<file path="src/hw/swt_consts.svh">
// Register map, field positions and timing constants of the sleep/wake timer control
`ifndef SWT_CONSTS_SVH
`define SWT_CONSTS_SVH

`define SWT_ADDR_IRQ_CTRL   8'hA1
`define SWT_ADDR_CTRL       8'hA2

`define SWT_BIT_E1_EN       5
`define SWT_BIT_E0_EN       4
`define SWT_BIT_E1_PEND     1
`define SWT_BIT_E0_PEND     0

`define SWT_DLY_MSB         6
`define SWT_DLY_LSB         4
`define SWT_BIT_CLR         2
`define SWT_RES_MSB         1
`define SWT_RES_LSB         0

`define SWT_DLY_RST         3'h7
`define SWT_RES_RST         2'h0
`define SWT_RDATA_RST       8'h00

`define SWT_DLY_C0          6'h04
`define SWT_DLY_C1          6'h06
`define SWT_DLY_C2          6'h08
`define SWT_DLY_C3          6'h0C
`define SWT_DLY_C4          6'h10
`define SWT_DLY_C5          6'h18
`define SWT_DLY_C6          6'h20
`define SWT_DLY_C7          6'h30

`define SWT_SLOW_DIV        750
`define SWT_RES_SHIFT       5
`define SWT_CNT_W           31
`define SWT_VIEW_W          16
`define SWT_PERIOD_W        16
`define SWT_DLY_CNT_W       6

`endif

</file>
<file path="src/hw/swt_pkg.sv">
// Types shared by the sleep/wake timer control files
package swt_pkg;

    typedef struct packed {
        logic [7:0] addr;
        logic       wr;
        logic       rd;
        logic [7:0] wdata;
    } swt_sfr_req_type;

    typedef enum logic [0:0] {
        SWT_DLY_IDLE = 1'b0,
        SWT_DLY_WAIT = 1'b1
    } swt_dly_state_type;

    typedef enum logic [1:0] {
        SWT_RES_31US = 2'b00,
        SWT_RES_1MS  = 2'b01,
        SWT_RES_32MS = 2'b10,
        SWT_RES_1S   = 2'b11
    } swt_res_type;

endpackage

</file>
<file path="src/hw/swt_slow_tick.sv">
// Divider that turns the main clock into the slow timer tick enable
`include "swt_consts.svh"

module swt_slow_tick import swt_pkg::*; #(
    parameter int DIV = `SWT_SLOW_DIV
) (
    input  wire logic MCLK,
    input  wire logic RST_N,
    output logic      tick
);

    localparam int CW = (DIV > 1) ? $clog2(DIV) : 1;
    localparam logic [CW-1:0] LAST = CW'(DIV - 1);

    if (DIV < 2) begin : g_bad_div
        $error("swt_slow_tick: DIV must be at least 2");
    end

    logic [CW-1:0] div_r;
    logic [CW-1:0] div_nxt;
    logic          tick_r;
    logic          tick_nxt;

    always_comb begin
        div_nxt  = div_r + CW'(1);
        tick_nxt = 1'b0;
        if (div_r == LAST) begin
            div_nxt  = '0;
            tick_nxt = 1'b1;
        end
    end

    always_ff @(posedge MCLK) begin
        if (!RST_N) begin
            div_r  <= '0;
            tick_r <= 1'b0;
        end else begin
            div_r  <= div_nxt;
            tick_r <= tick_nxt;
        end
    end

    assign tick = tick_r;

    // Ticks come exactly DIV main cycles apart
    AST_TICK_SPACING: assert property (@(posedge MCLK) disable iff (!RST_N)
        tick_r |-> $past(div_r) == LAST)
        else $error("slow tick not aligned to divider wrap");

endmodule

</file>
<file path="src/hw/swt_top.sv">
// Sleep/wake timer control: counter, event timing, pending flags and SFR access
// Notes on behaviour
// - Delay field, reset 111, picks 4,6,8,12,16,24,32,48 slow cycles to second event.
// - Slow timer clock is the main clock divided by 750.
// - Writing one to control bit 2 clears the sleep counter.
// - Writing zero to the clear bit does nothing; it always reads zero.
// - Resolution code picks counter bits 15:0, 20:5, 25:10 or 30:15 as view.
// - Changing resolution leaves the underlying counter untouched.
// - Interrupt control bit 5 enables the second-event interrupt, reset zero.
// - Interrupt control bit 4 enables the first-event interrupt, reset zero.
// - Bit 1 shows second event pending; cleared by writing zero; reset zero.
// - Bit 0 shows first event pending; cleared by writing zero; reset zero.
// - Sleep timer is a 31-bit counter advanced by the slow tick.
// - First event period is mantissa times two to five times resolution ticks.
// - Second event follows a first event after the programmed delay; a newer first event or a clear restarts or cancels it.
// - Events set own pending flags; interrupt raised only for enabled flags.
`include "swt_consts.svh"

module swt_top import swt_pkg::*; #(
    parameter int CNT_W    = `SWT_CNT_W,
    parameter int SLOW_DIV = `SWT_SLOW_DIV
) (
    input  wire logic                     MCLK,
    input  wire logic                     RST_N,
    input  wire swt_sfr_req_type          SFR_REQ,
    output logic [7:0]                    SFR_RDATA,
    input  wire logic [`SWT_PERIOD_W-1:0] FIRST_EVENT_PERIOD,
    output logic [`SWT_VIEW_W-1:0]        TIMER_VIEW,
    output logic                          FIRST_EVENT,
    output logic                          SECOND_EVENT,
    output logic                          SLEEP_TIMER_IRQ
);

    if (CNT_W < `SWT_VIEW_W + 3 * `SWT_RES_SHIFT) begin : g_bad_cnt
        $error("swt_top: CNT_W too narrow for the widest resolution window");
    end

    function automatic logic [`SWT_DLY_CNT_W-1:0] dly_cycles(input logic [2:0] code);
        logic [`SWT_DLY_CNT_W-1:0] n;
        n = `SWT_DLY_C0;
        case (code)
            3'h0: n = `SWT_DLY_C0;
            3'h1: n = `SWT_DLY_C1;
            3'h2: n = `SWT_DLY_C2;
            3'h3: n = `SWT_DLY_C3;
            3'h4: n = `SWT_DLY_C4;
            3'h5: n = `SWT_DLY_C5;
            3'h6: n = `SWT_DLY_C6;
            default: n = `SWT_DLY_C7;
        endcase
        return n;
    endfunction

    logic tick;

    swt_slow_tick #(
        .DIV (SLOW_DIV)
    ) u_tick (
        .MCLK  (MCLK),
        .RST_N (RST_N),
        .tick  (tick)
    );

    // Bus decode
    logic wr_irq;
    logic wr_ctrl;
    logic timer_clr;

    always_comb begin
        wr_irq  = 1'b0;
        wr_ctrl = 1'b0;
        if (SFR_REQ.addr == `SWT_ADDR_IRQ_CTRL) begin
            wr_irq = SFR_REQ.wr;
        end else if (SFR_REQ.addr == `SWT_ADDR_CTRL) begin
            wr_ctrl = SFR_REQ.wr;
        end
    end

    // Clear is a pulse only, nothing is stored for it
    assign timer_clr = wr_ctrl && SFR_REQ.wdata[`SWT_BIT_CLR];

    // Configuration group
    logic [2:0]  dly_r;
    logic [2:0]  dly_nxt;
    swt_res_type res_r;
    swt_res_type res_nxt;
    logic        e1_en_r;
    logic        e1_en_nxt;
    logic        e0_en_r;
    logic        e0_en_nxt;

    always_comb begin
        dly_nxt   = dly_r;
        res_nxt   = res_r;
        e1_en_nxt = e1_en_r;
        e0_en_nxt = e0_en_r;
        if (wr_ctrl) begin
            dly_nxt = SFR_REQ.wdata[`SWT_DLY_MSB:`SWT_DLY_LSB];
            res_nxt = swt_res_type'(SFR_REQ.wdata[`SWT_RES_MSB:`SWT_RES_LSB]);
        end
        if (wr_irq) begin
            e1_en_nxt = SFR_REQ.wdata[`SWT_BIT_E1_EN];
            e0_en_nxt = SFR_REQ.wdata[`SWT_BIT_E0_EN];
        end
    end

    always_ff @(posedge MCLK) begin
        if (!RST_N) begin
            dly_r   <= `SWT_DLY_RST;
            res_r   <= swt_res_type'(`SWT_RES_RST);
            e1_en_r <= 1'b0;
            e0_en_r <= 1'b0;
        end else begin
            dly_r   <= dly_nxt;
            res_r   <= res_nxt;
            e1_en_r <= e1_en_nxt;
            e0_en_r <= e0_en_nxt;
        end
    end

    // Window shift shared by the view and the first-event period
    logic [4:0] win_shift;

    always_comb begin
        case (res_r)
            SWT_RES_31US: win_shift = 5'(0 * `SWT_RES_SHIFT);
            SWT_RES_1MS:  win_shift = 5'(1 * `SWT_RES_SHIFT);
            SWT_RES_32MS: win_shift = 5'(2 * `SWT_RES_SHIFT);
            default:      win_shift = 5'(3 * `SWT_RES_SHIFT);
        endcase
    end

    // Counter and event group
    logic [CNT_W-1:0]          cnt_r;
    logic [CNT_W-1:0]          cnt_nxt;
    logic [CNT_W-1:0]          e0_cnt_r;
    logic [CNT_W-1:0]          e0_cnt_nxt;
    logic [CNT_W-1:0]          e0_limit;
    swt_dly_state_type         dly_state_r;
    swt_dly_state_type         dly_state_nxt;
    logic [`SWT_DLY_CNT_W-1:0] dly_cnt_r;
    logic [`SWT_DLY_CNT_W-1:0] dly_cnt_nxt;
    logic [`SWT_VIEW_W-1:0]    view_r;
    logic [`SWT_VIEW_W-1:0]    view_nxt;
    logic                      fire0;
    logic                      fire1;
    logic                      ev0_r;
    logic                      ev1_r;

    assign e0_limit = CNT_W'(FIRST_EVENT_PERIOD) << win_shift;

    always_comb begin
        cnt_nxt       = cnt_r;
        e0_cnt_nxt    = e0_cnt_r;
        dly_state_nxt = dly_state_r;
        dly_cnt_nxt   = dly_cnt_r;
        fire0         = 1'b0;
        fire1         = 1'b0;
        // The count update does not look at resolution, so changing it never disturbs the count
        if (timer_clr) begin
            cnt_nxt       = '0;
            e0_cnt_nxt    = '0;
            dly_state_nxt = SWT_DLY_IDLE;
        end else if (tick) begin
            cnt_nxt = cnt_r + CNT_W'(1);
            // A zero mantissa would mean no period, so it never fires
            if (e0_limit != '0 && e0_cnt_r + CNT_W'(1) >= e0_limit) begin
                fire0      = 1'b1;
                e0_cnt_nxt = '0;
            end else begin
                e0_cnt_nxt = e0_cnt_r + CNT_W'(1);
            end
            case (dly_state_r)
                SWT_DLY_IDLE: begin
                    dly_state_nxt = SWT_DLY_IDLE;
                end
                SWT_DLY_WAIT: begin
                    if (dly_cnt_r == `SWT_DLY_CNT_W'(1)) begin
                        fire1         = 1'b1;
                        dly_state_nxt = SWT_DLY_IDLE;
                    end else begin
                        dly_cnt_nxt = dly_cnt_r - `SWT_DLY_CNT_W'(1);
                    end
                end
                default: begin
                    dly_state_nxt = SWT_DLY_IDLE;
                end
            endcase
            // A new first event restarts the delay, even mid-wait
            if (fire0) begin
                dly_state_nxt = SWT_DLY_WAIT;
                dly_cnt_nxt   = dly_cycles(dly_r);
            end
        end
        view_nxt = `SWT_VIEW_W'(cnt_r >> win_shift);
    end

    always_ff @(posedge MCLK) begin
        if (!RST_N) begin
            cnt_r       <= '0;
            e0_cnt_r    <= '0;
            dly_state_r <= SWT_DLY_IDLE;
            dly_cnt_r   <= '0;
            view_r      <= '0;
            ev0_r       <= 1'b0;
            ev1_r       <= 1'b0;
        end else begin
            cnt_r       <= cnt_nxt;
            e0_cnt_r    <= e0_cnt_nxt;
            dly_state_r <= dly_state_nxt;
            dly_cnt_r   <= dly_cnt_nxt;
            view_r      <= view_nxt;
            ev0_r       <= fire0;
            ev1_r       <= fire1;
        end
    end

    // Pending flag group
    logic p0_r;
    logic p0_nxt;
    logic p1_r;
    logic p1_nxt;

    always_comb begin
        p0_nxt = p0_r;
        p1_nxt = p1_r;
        // Writing one keeps the flag; the event is ORed last so it wins
        if (wr_irq && !SFR_REQ.wdata[`SWT_BIT_E0_PEND]) begin
            p0_nxt = 1'b0;
        end
        if (wr_irq && !SFR_REQ.wdata[`SWT_BIT_E1_PEND]) begin
            p1_nxt = 1'b0;
        end
        p0_nxt = p0_nxt | fire0;
        p1_nxt = p1_nxt | fire1;
    end

    always_ff @(posedge MCLK) begin
        if (!RST_N) begin
            p0_r <= 1'b0;
            p1_r <= 1'b0;
        end else begin
            p0_r <= p0_nxt;
            p1_r <= p1_nxt;
        end
    end

    // Read data group
    logic [7:0] rdata_r;
    logic [7:0] rdata_nxt;

    always_comb begin
        rdata_nxt = rdata_r;
        if (SFR_REQ.rd) begin
            rdata_nxt = `SWT_RDATA_RST;
            if (SFR_REQ.addr == `SWT_ADDR_IRQ_CTRL) begin
                rdata_nxt[`SWT_BIT_E1_EN]   = e1_en_r;
                rdata_nxt[`SWT_BIT_E0_EN]   = e0_en_r;
                rdata_nxt[`SWT_BIT_E1_PEND] = p1_r;
                rdata_nxt[`SWT_BIT_E0_PEND] = p0_r;
            end else if (SFR_REQ.addr == `SWT_ADDR_CTRL) begin
                rdata_nxt[`SWT_DLY_MSB:`SWT_DLY_LSB] = dly_r;
                rdata_nxt[`SWT_RES_MSB:`SWT_RES_LSB] = res_r;
            end
        end
    end

    always_ff @(posedge MCLK) begin
        if (!RST_N) begin
            rdata_r <= `SWT_RDATA_RST;
        end else begin
            rdata_r <= rdata_nxt;
        end
    end

    assign SFR_RDATA       = rdata_r;
    assign TIMER_VIEW      = view_r;
    assign FIRST_EVENT     = ev0_r;
    assign SECOND_EVENT    = ev1_r;
    assign SLEEP_TIMER_IRQ = (p0_r & e0_en_r) | (p1_r & e1_en_r);

    // Helper for checking: ticks seen since the last first event and its delay code
    logic [7:0] hlp_ticks_r;
    logic [2:0] hlp_dly_r;

    always_ff @(posedge MCLK) begin
        if (!RST_N) begin
            hlp_ticks_r <= '0;
            hlp_dly_r   <= `SWT_DLY_RST;
        end else if (fire0) begin
            hlp_ticks_r <= '0;
            hlp_dly_r   <= dly_r;
        end else if (tick && hlp_ticks_r != 8'hFF) begin
            hlp_ticks_r <= hlp_ticks_r + 8'h01;
        end
    end

    AST_E1_DELAY: assert property (@(posedge MCLK) disable iff (!RST_N)
        fire1 |-> (hlp_ticks_r + 8'h01) == {2'h0, dly_cycles(hlp_dly_r)})
        else $error("second event not at programmed delay");

    AST_CLR_ZEROES: assert property (@(posedge MCLK) disable iff (!RST_N)
        timer_clr |=> cnt_r == '0 && dly_state_r == SWT_DLY_IDLE)
        else $error("timer clear did not reset counter");

    AST_CLR_READS_ZERO: assert property (@(posedge MCLK) disable iff (!RST_N)
        SFR_REQ.rd && SFR_REQ.addr == `SWT_ADDR_CTRL |=> !SFR_RDATA[`SWT_BIT_CLR])
        else $error("clear bit read back as one");

    AST_RES_KEEPS_CNT: assert property (@(posedge MCLK) disable iff (!RST_N)
        wr_ctrl && !timer_clr && !tick |=> cnt_r == $past(cnt_r))
        else $error("control write disturbed the counter");

    AST_VIEW_WINDOW: assert property (@(posedge MCLK) disable iff (!RST_N)
        res_r == SWT_RES_1S && $stable(res_r) ##1 $stable(res_r)
        |-> TIMER_VIEW == $past(cnt_r[CNT_W-1:CNT_W-`SWT_VIEW_W]))
        else $error("view window wrong for coarsest resolution");

    AST_MASK_WRITE: assert property (@(posedge MCLK) disable iff (!RST_N)
        wr_irq |=> {e1_en_r, e0_en_r} ==
            $past(SFR_REQ.wdata[`SWT_BIT_E1_EN:`SWT_BIT_E0_EN]))
        else $error("enable bits did not take written value");

    AST_FLAG_SET: assert property (@(posedge MCLK) disable iff (!RST_N)
        (fire0 |=> p0_r) and (fire1 |=> p1_r))
        else $error("event did not set its pending flag");

    AST_SET_BEATS_CLR: assert property (@(posedge MCLK) disable iff (!RST_N)
        fire1 && wr_irq && !SFR_REQ.wdata[`SWT_BIT_E1_PEND] |=> p1_r)
        else $error("clear beat a coinciding second event");

    AST_IRQ_GATE: assert property (@(posedge MCLK) disable iff (!RST_N)
        SLEEP_TIMER_IRQ |-> (p0_r && e0_en_r) || (p1_r && e1_en_r))
        else $error("interrupt raised without enabled pending flag");

    AST_UNUSED_ZERO: assert property (@(posedge MCLK) disable iff (!RST_N)
        SFR_REQ.rd && SFR_REQ.addr == `SWT_ADDR_IRQ_CTRL
        |=> SFR_RDATA[7:6] == 2'h0 && SFR_RDATA[3:2] == 2'h0)
        else $error("unused interrupt control bits read nonzero");

    AST_TICK_ADVANCE: assert property (@(posedge MCLK) disable iff (!RST_N)
        tick && !timer_clr |=> cnt_r == $past(cnt_r) + CNT_W'(1))
        else $error("counter did not advance on slow tick");

endmodule

</file>
<file path="config.mk">
export PLATFORM = sky130hd
export DESIGN_NAME = swt_top
export DESIGN_NICKNAME = d
export VERILOG_FILES = /design/src/hw/swt_pkg.sv /design/src/hw/swt_slow_tick.sv /design/src/hw/swt_top.sv
export VERILOG_INCLUDE_DIRS = /design/src /design/src/hw
export SDC_FILE = /design/constraint.sdc
export NUM_CORES = 1
export LEC_CHECK = 0
export ABC_CLOCK_PERIOD_IN_PS = 4100
export BUFFER_PORTS_ARGS = -buffer_cell sky130_fd_sc_hd__buf_4
export CAP_MARGIN = 20
export CORE_MARGIN = 4
export CORE_UTILIZATION = 60
export CTS_BUF_LIST = sky130_fd_sc_hd__clkbuf_2 sky130_fd_sc_hd__clkbuf_4 sky130_fd_sc_hd__clkbuf_8
export DETAILED_ROUTE_END_ITERATION = 7
export PLACE_DENSITY = 0.8
export SLEW_MARGIN = 30
export SYNTH_ARGS = -nofsm -noshare
export SYNTH_HDL_FRONTEND = slang
export SYNTH_SLANG_ARGS = --single-unit
</file>
<file path="constraint.sdc">
create_clock -name MCLK -period 4.1 [get_ports MCLK]
set_input_delay 0.205 -clock MCLK [delete_from_list [all_inputs] [get_ports MCLK]]
set_output_delay 0.205 -clock MCLK [all_outputs]
set_load 0.01 [all_outputs]
</file>
==> impl_metrics.json <==
{
  "period_share_pct": 94.6,
  "gp_routability_congestion": 0.919,
  "synth_edf_count": 0,
  "die_y_microns": 115,
  "clock.fmax_mhz": 258,
  "synth-xor-area-share_pct": 8.54,
  "first_global_vias": 5873,
  "layout_common_cells": "dfxtp_1 (110), nand2_1 (82), nor2_1 (76)",
  "clk_path_buf_depth": 2,
  "rsz0062_at_grt": "no",
  "ys_seq_area_share_pct": 32.6,
  "ys_ff_latch": 112,
  "grt_pass1_wl_microns": 28000,
  "irDropWorstVdd_mv": 0.199,
  "pin_count": 63,
  "fin_util_pct": 68.9,
  "cts_tree": "yes",
  "cts_hold_buf": 0,
  "min_from": "SFR_REQ[6]",
  "grt_overflow_total": 0,
  "wirelength_microns": 16600,
  "crit_path_frequent_cell": "and4_1",
  "synthMuxAreaShare_pct": 8.28,
  "ff2ff_setup_slack_ns": 0.22,
  "multi_input_area_sq_um": 4360,
  "firstDrtPassIters": 5,
  "hpwl_microns": 12400,
  "finalSetupViolCount": 0,
  "final.setup.tns_ns": 0,
  "drive_gt1_share_pct": 17.2,
  "required_ns": 4.37,
  "h-tree-depth": 3,
  "min_period_ns": 3.88,
  "ys_warn_count": 0,
  "regArea_sq_um": 2240,
  "dieArea_sq_um": 13200,
  "drv_cap": 0,
  "synth-adder-area-share_pct": 6.73,
  "cts_made_buffers": 9,
  "grt_max_degree": 32,
  "synthSimpleGateAreaFrac_pct": 24.5,
  "cp_slowest_cell": "or4_1",
  "final.setup.worst_slack_ns": 0.222,
  "worst_hold_path.endpoint": "dly_r[2]",
  "track_usage_pct": 25.6,
  "reg2reg_depth": 14,
  "synth.area.top_cells": "dfxtp_1 (33%), ha_1 (6.7%), mux4_2 (5.2%)",
  "outcome": "finished clean",
  "n_fill_cell": 858,
  "clock_skew_ns": 0.0141,
  "crit_arrival_ns": 4.15,
  "area_delta_synth_final_pct": 10.6,
  "synth_top_family_by_area": "simple AND/OR/NAND/NOR gates",
  "synth.distinct_cells": 69,
  "fin_total_pwr_mw": 1.97,
  "cp_slowest_stage_delay_ns": 0.52,
  "worstSetupPathType": "flip-flop to flip-flop",
  "antenna_cells": 0,
  "endpoint_kind": "flip-flop",
  "ant_nets": 0,
  "clock_latency_ns": 0.37,
  "clkSinkCount": 112,
  "synthArstFlopShare_pct": 0,
  "syn_inst": 792,
  "maxSlewViolCount": 0,
  "startpoint_type": "flip-flop",
  "yosysTopAreaCellShare_pct": 32.6,
  "num_vias": 6062,
  "max-slew-margin-rel_pct": 43.5,
  "crit_chain": "and4_1 > and4_1 > and4_2 > nand3_1 > xnor2_1 > ha_1 > or4_1 > a21oi_1 > o21ai_1 > a221o_1 > a31oi_2 > buf_4 > nor2_2 > a211oi_1",
  "min_path_type": "primary input to flip-flop",
  "drt_iter0_markers": 517,
  "syn_area_sq_um": 6880,
  "fin_nets": 905,
  "initial_core_util_pct": 62.3,
  "final-hold-violation-count": 0,
  "tightest_slew_ns": 0.845,
  "io_buffers": 57,
  "clk_pin_slew_ns": 0.11,
  "critical_path_peak_fanout": 11,
  "route.detailed.drc": 0,
  "synth_flop_cell": "dfxtp_1",
  "root_buffer": "clkbuf_8",
  "r2r_start": "e0_cnt_r[8]",
  "mostFrequentLayoutCell": "dfxtp_1",
  "core_sq_um": 11000,
  "wire_per_inst_microns": 17.0,
  "synth_compound_area_share_pct": 14.9,
  "syn-mean-instance-area_sq_um": 8.68,
  "rows": 38,
  "antenna_found_initial": 0,
  "regToRegEndpoint": "e0_cnt_r[3]",
  "dp_slack_ns": 0.207,
  "synth_area_leader_cell": "dfxtp_1",
  "hold_depth": 2,
  "power_leakage_nw": 2.94,
  "viasPerCell": 6.20,
  "powerDensity_nw_per_um2": 259,
  "die_w_microns": 115
}
layout make-up:
| cell class | count | area share, % |
|---|---|---|
| Multi-Input combinational cell | 617 | 57.3 |
| Tap cell | 140 | 2.30 |
| Clock buffer | 10 | 1.73 |
| Timing Repair Buffer | 70 | 6.91 |
| Clock inverter | 6 | 1.10 |
| Sequential cell | 112 | 29.5 |
| Inverter | 22 | 1.09 |
worst max path at each step:
stage,to,cells past startpoint,slack [ns],startpoint
6_report,e0_cnt_r[3],14,0.22,e0_cnt_r[8]
5_1_grt,e0_cnt_r[14],16,0.01,e0_cnt_r[0]
4_1_cts,e0_cnt_r[3],16,0.17,e0_cnt_r[0]
3_5_place_dp,e0_cnt_r[3],16,0.21,e0_cnt_r[0]
3_3_place_gp,e0_cnt_r[15],16,0.36,e0_cnt_r[0]
2_1_floorplan,e0_cnt_r[30],15,0.34,e0_cnt_r[0]
power by group:
group          total, mW  switching [mW]  internal (mW)
logic              0.162          0.0987         0.0632
clock network      0.710           0.361          0.349
registers           1.10         0.00819           1.09
total               1.97           0.468           1.50
cell families (layout without fill, tap and decap cells):
family | Yosys count | count (layout)
muxes | 36 | 36
adders and majority gates | 37 | 37
DFF | 112 | 112
xor gates and xnor gates | 67 | 67
other | 1 | 3
and+or+nand+nor | 333 | 333
AOI/OAI and AO/OA | 141 | 141
buffers and inverters | 65 | 108
flip-flops by register name (all words and copies together) (netlist names), 2 cells and up:
| register | flops |
|---|---|
| u_tick.div_r | 10 |
| TIMER_VIEW | 16 |
| dly_cnt_r | 6 |
| SFR_RDATA | 5 |
| dly_r | 3 |
| e0_cnt_r | 31 |
| res_r | 2 |
| cnt_r | 31 |
cell usage after synthesis (3+ instances only):
cell type and count:
a211oi_1 9, a21oi_1 37, a21oi_2 9, a22o_1 7
a32o_1 8, and2_1 22, and3_1 18, and4_1 10
buf_2 7, buf_4 7, clkbuf_1 25, dfxtp_1 112
ha_1 37, inv_1 20, mux2_2 3, mux2i_1 16
mux4_2 16, nand2_1 83, nand2b_1 16, nand3_1 46
nand4_1 15, nor2_1 76, nor2b_1 9, nor3_1 7
nor4_1 5, o211ai_1 10, o211ai_2 9, o21ai_0 18
o221ai_1 3, o22ai_1 6, or2_2 5, or3_1 5
or4_1 6, xnor2_1 32, xor2_1 35
what timing repair did:
action | CTS | global route
endpoints found under the hold margin | 0 | 0
buffers inserted | 0 | 0
resized for setup | 0 | 3
setup endpoints to repair | 0 | 14
through the flow:
| step | cell area, sq um | instances | hold WS (ns) |
|---|---|---|---|
| after floorplan | 6880 | 794 | 0.323 |
| after global placement | 7380 | 961 | 0.408 |
| after detailed placement | 7380 | 961 | 0.416 |
| after CTS | 7600 | 977 | 0.0183 |
| after global routing | 7600 | 977 | 0.0227 |
| final | 7600 | 977 | 0.0330 |
per-layer routing:
layer	track usage, %	vias to the layer above	part of all wire [%]
li1	-	2924	-
met1	33.1	2878	43
met2	44.1	223	49
met3	2.37	37	5.3
met4	10.3	0	2.6
met5	0	-	0
worst max-delay path, delay by kind of cell, from the launching register on:
family                     cells  cell delay (ns)
adders and majority gates      1             0.19
buffers and inverters          1             0.26
xor gates and xnor gates       1             0.16
AOI/OAI and AO/OA              5             1.03
DFF                            1             0.44
and+or+nand+nor                6             1.71
Power figures use the tool's default switching activity.
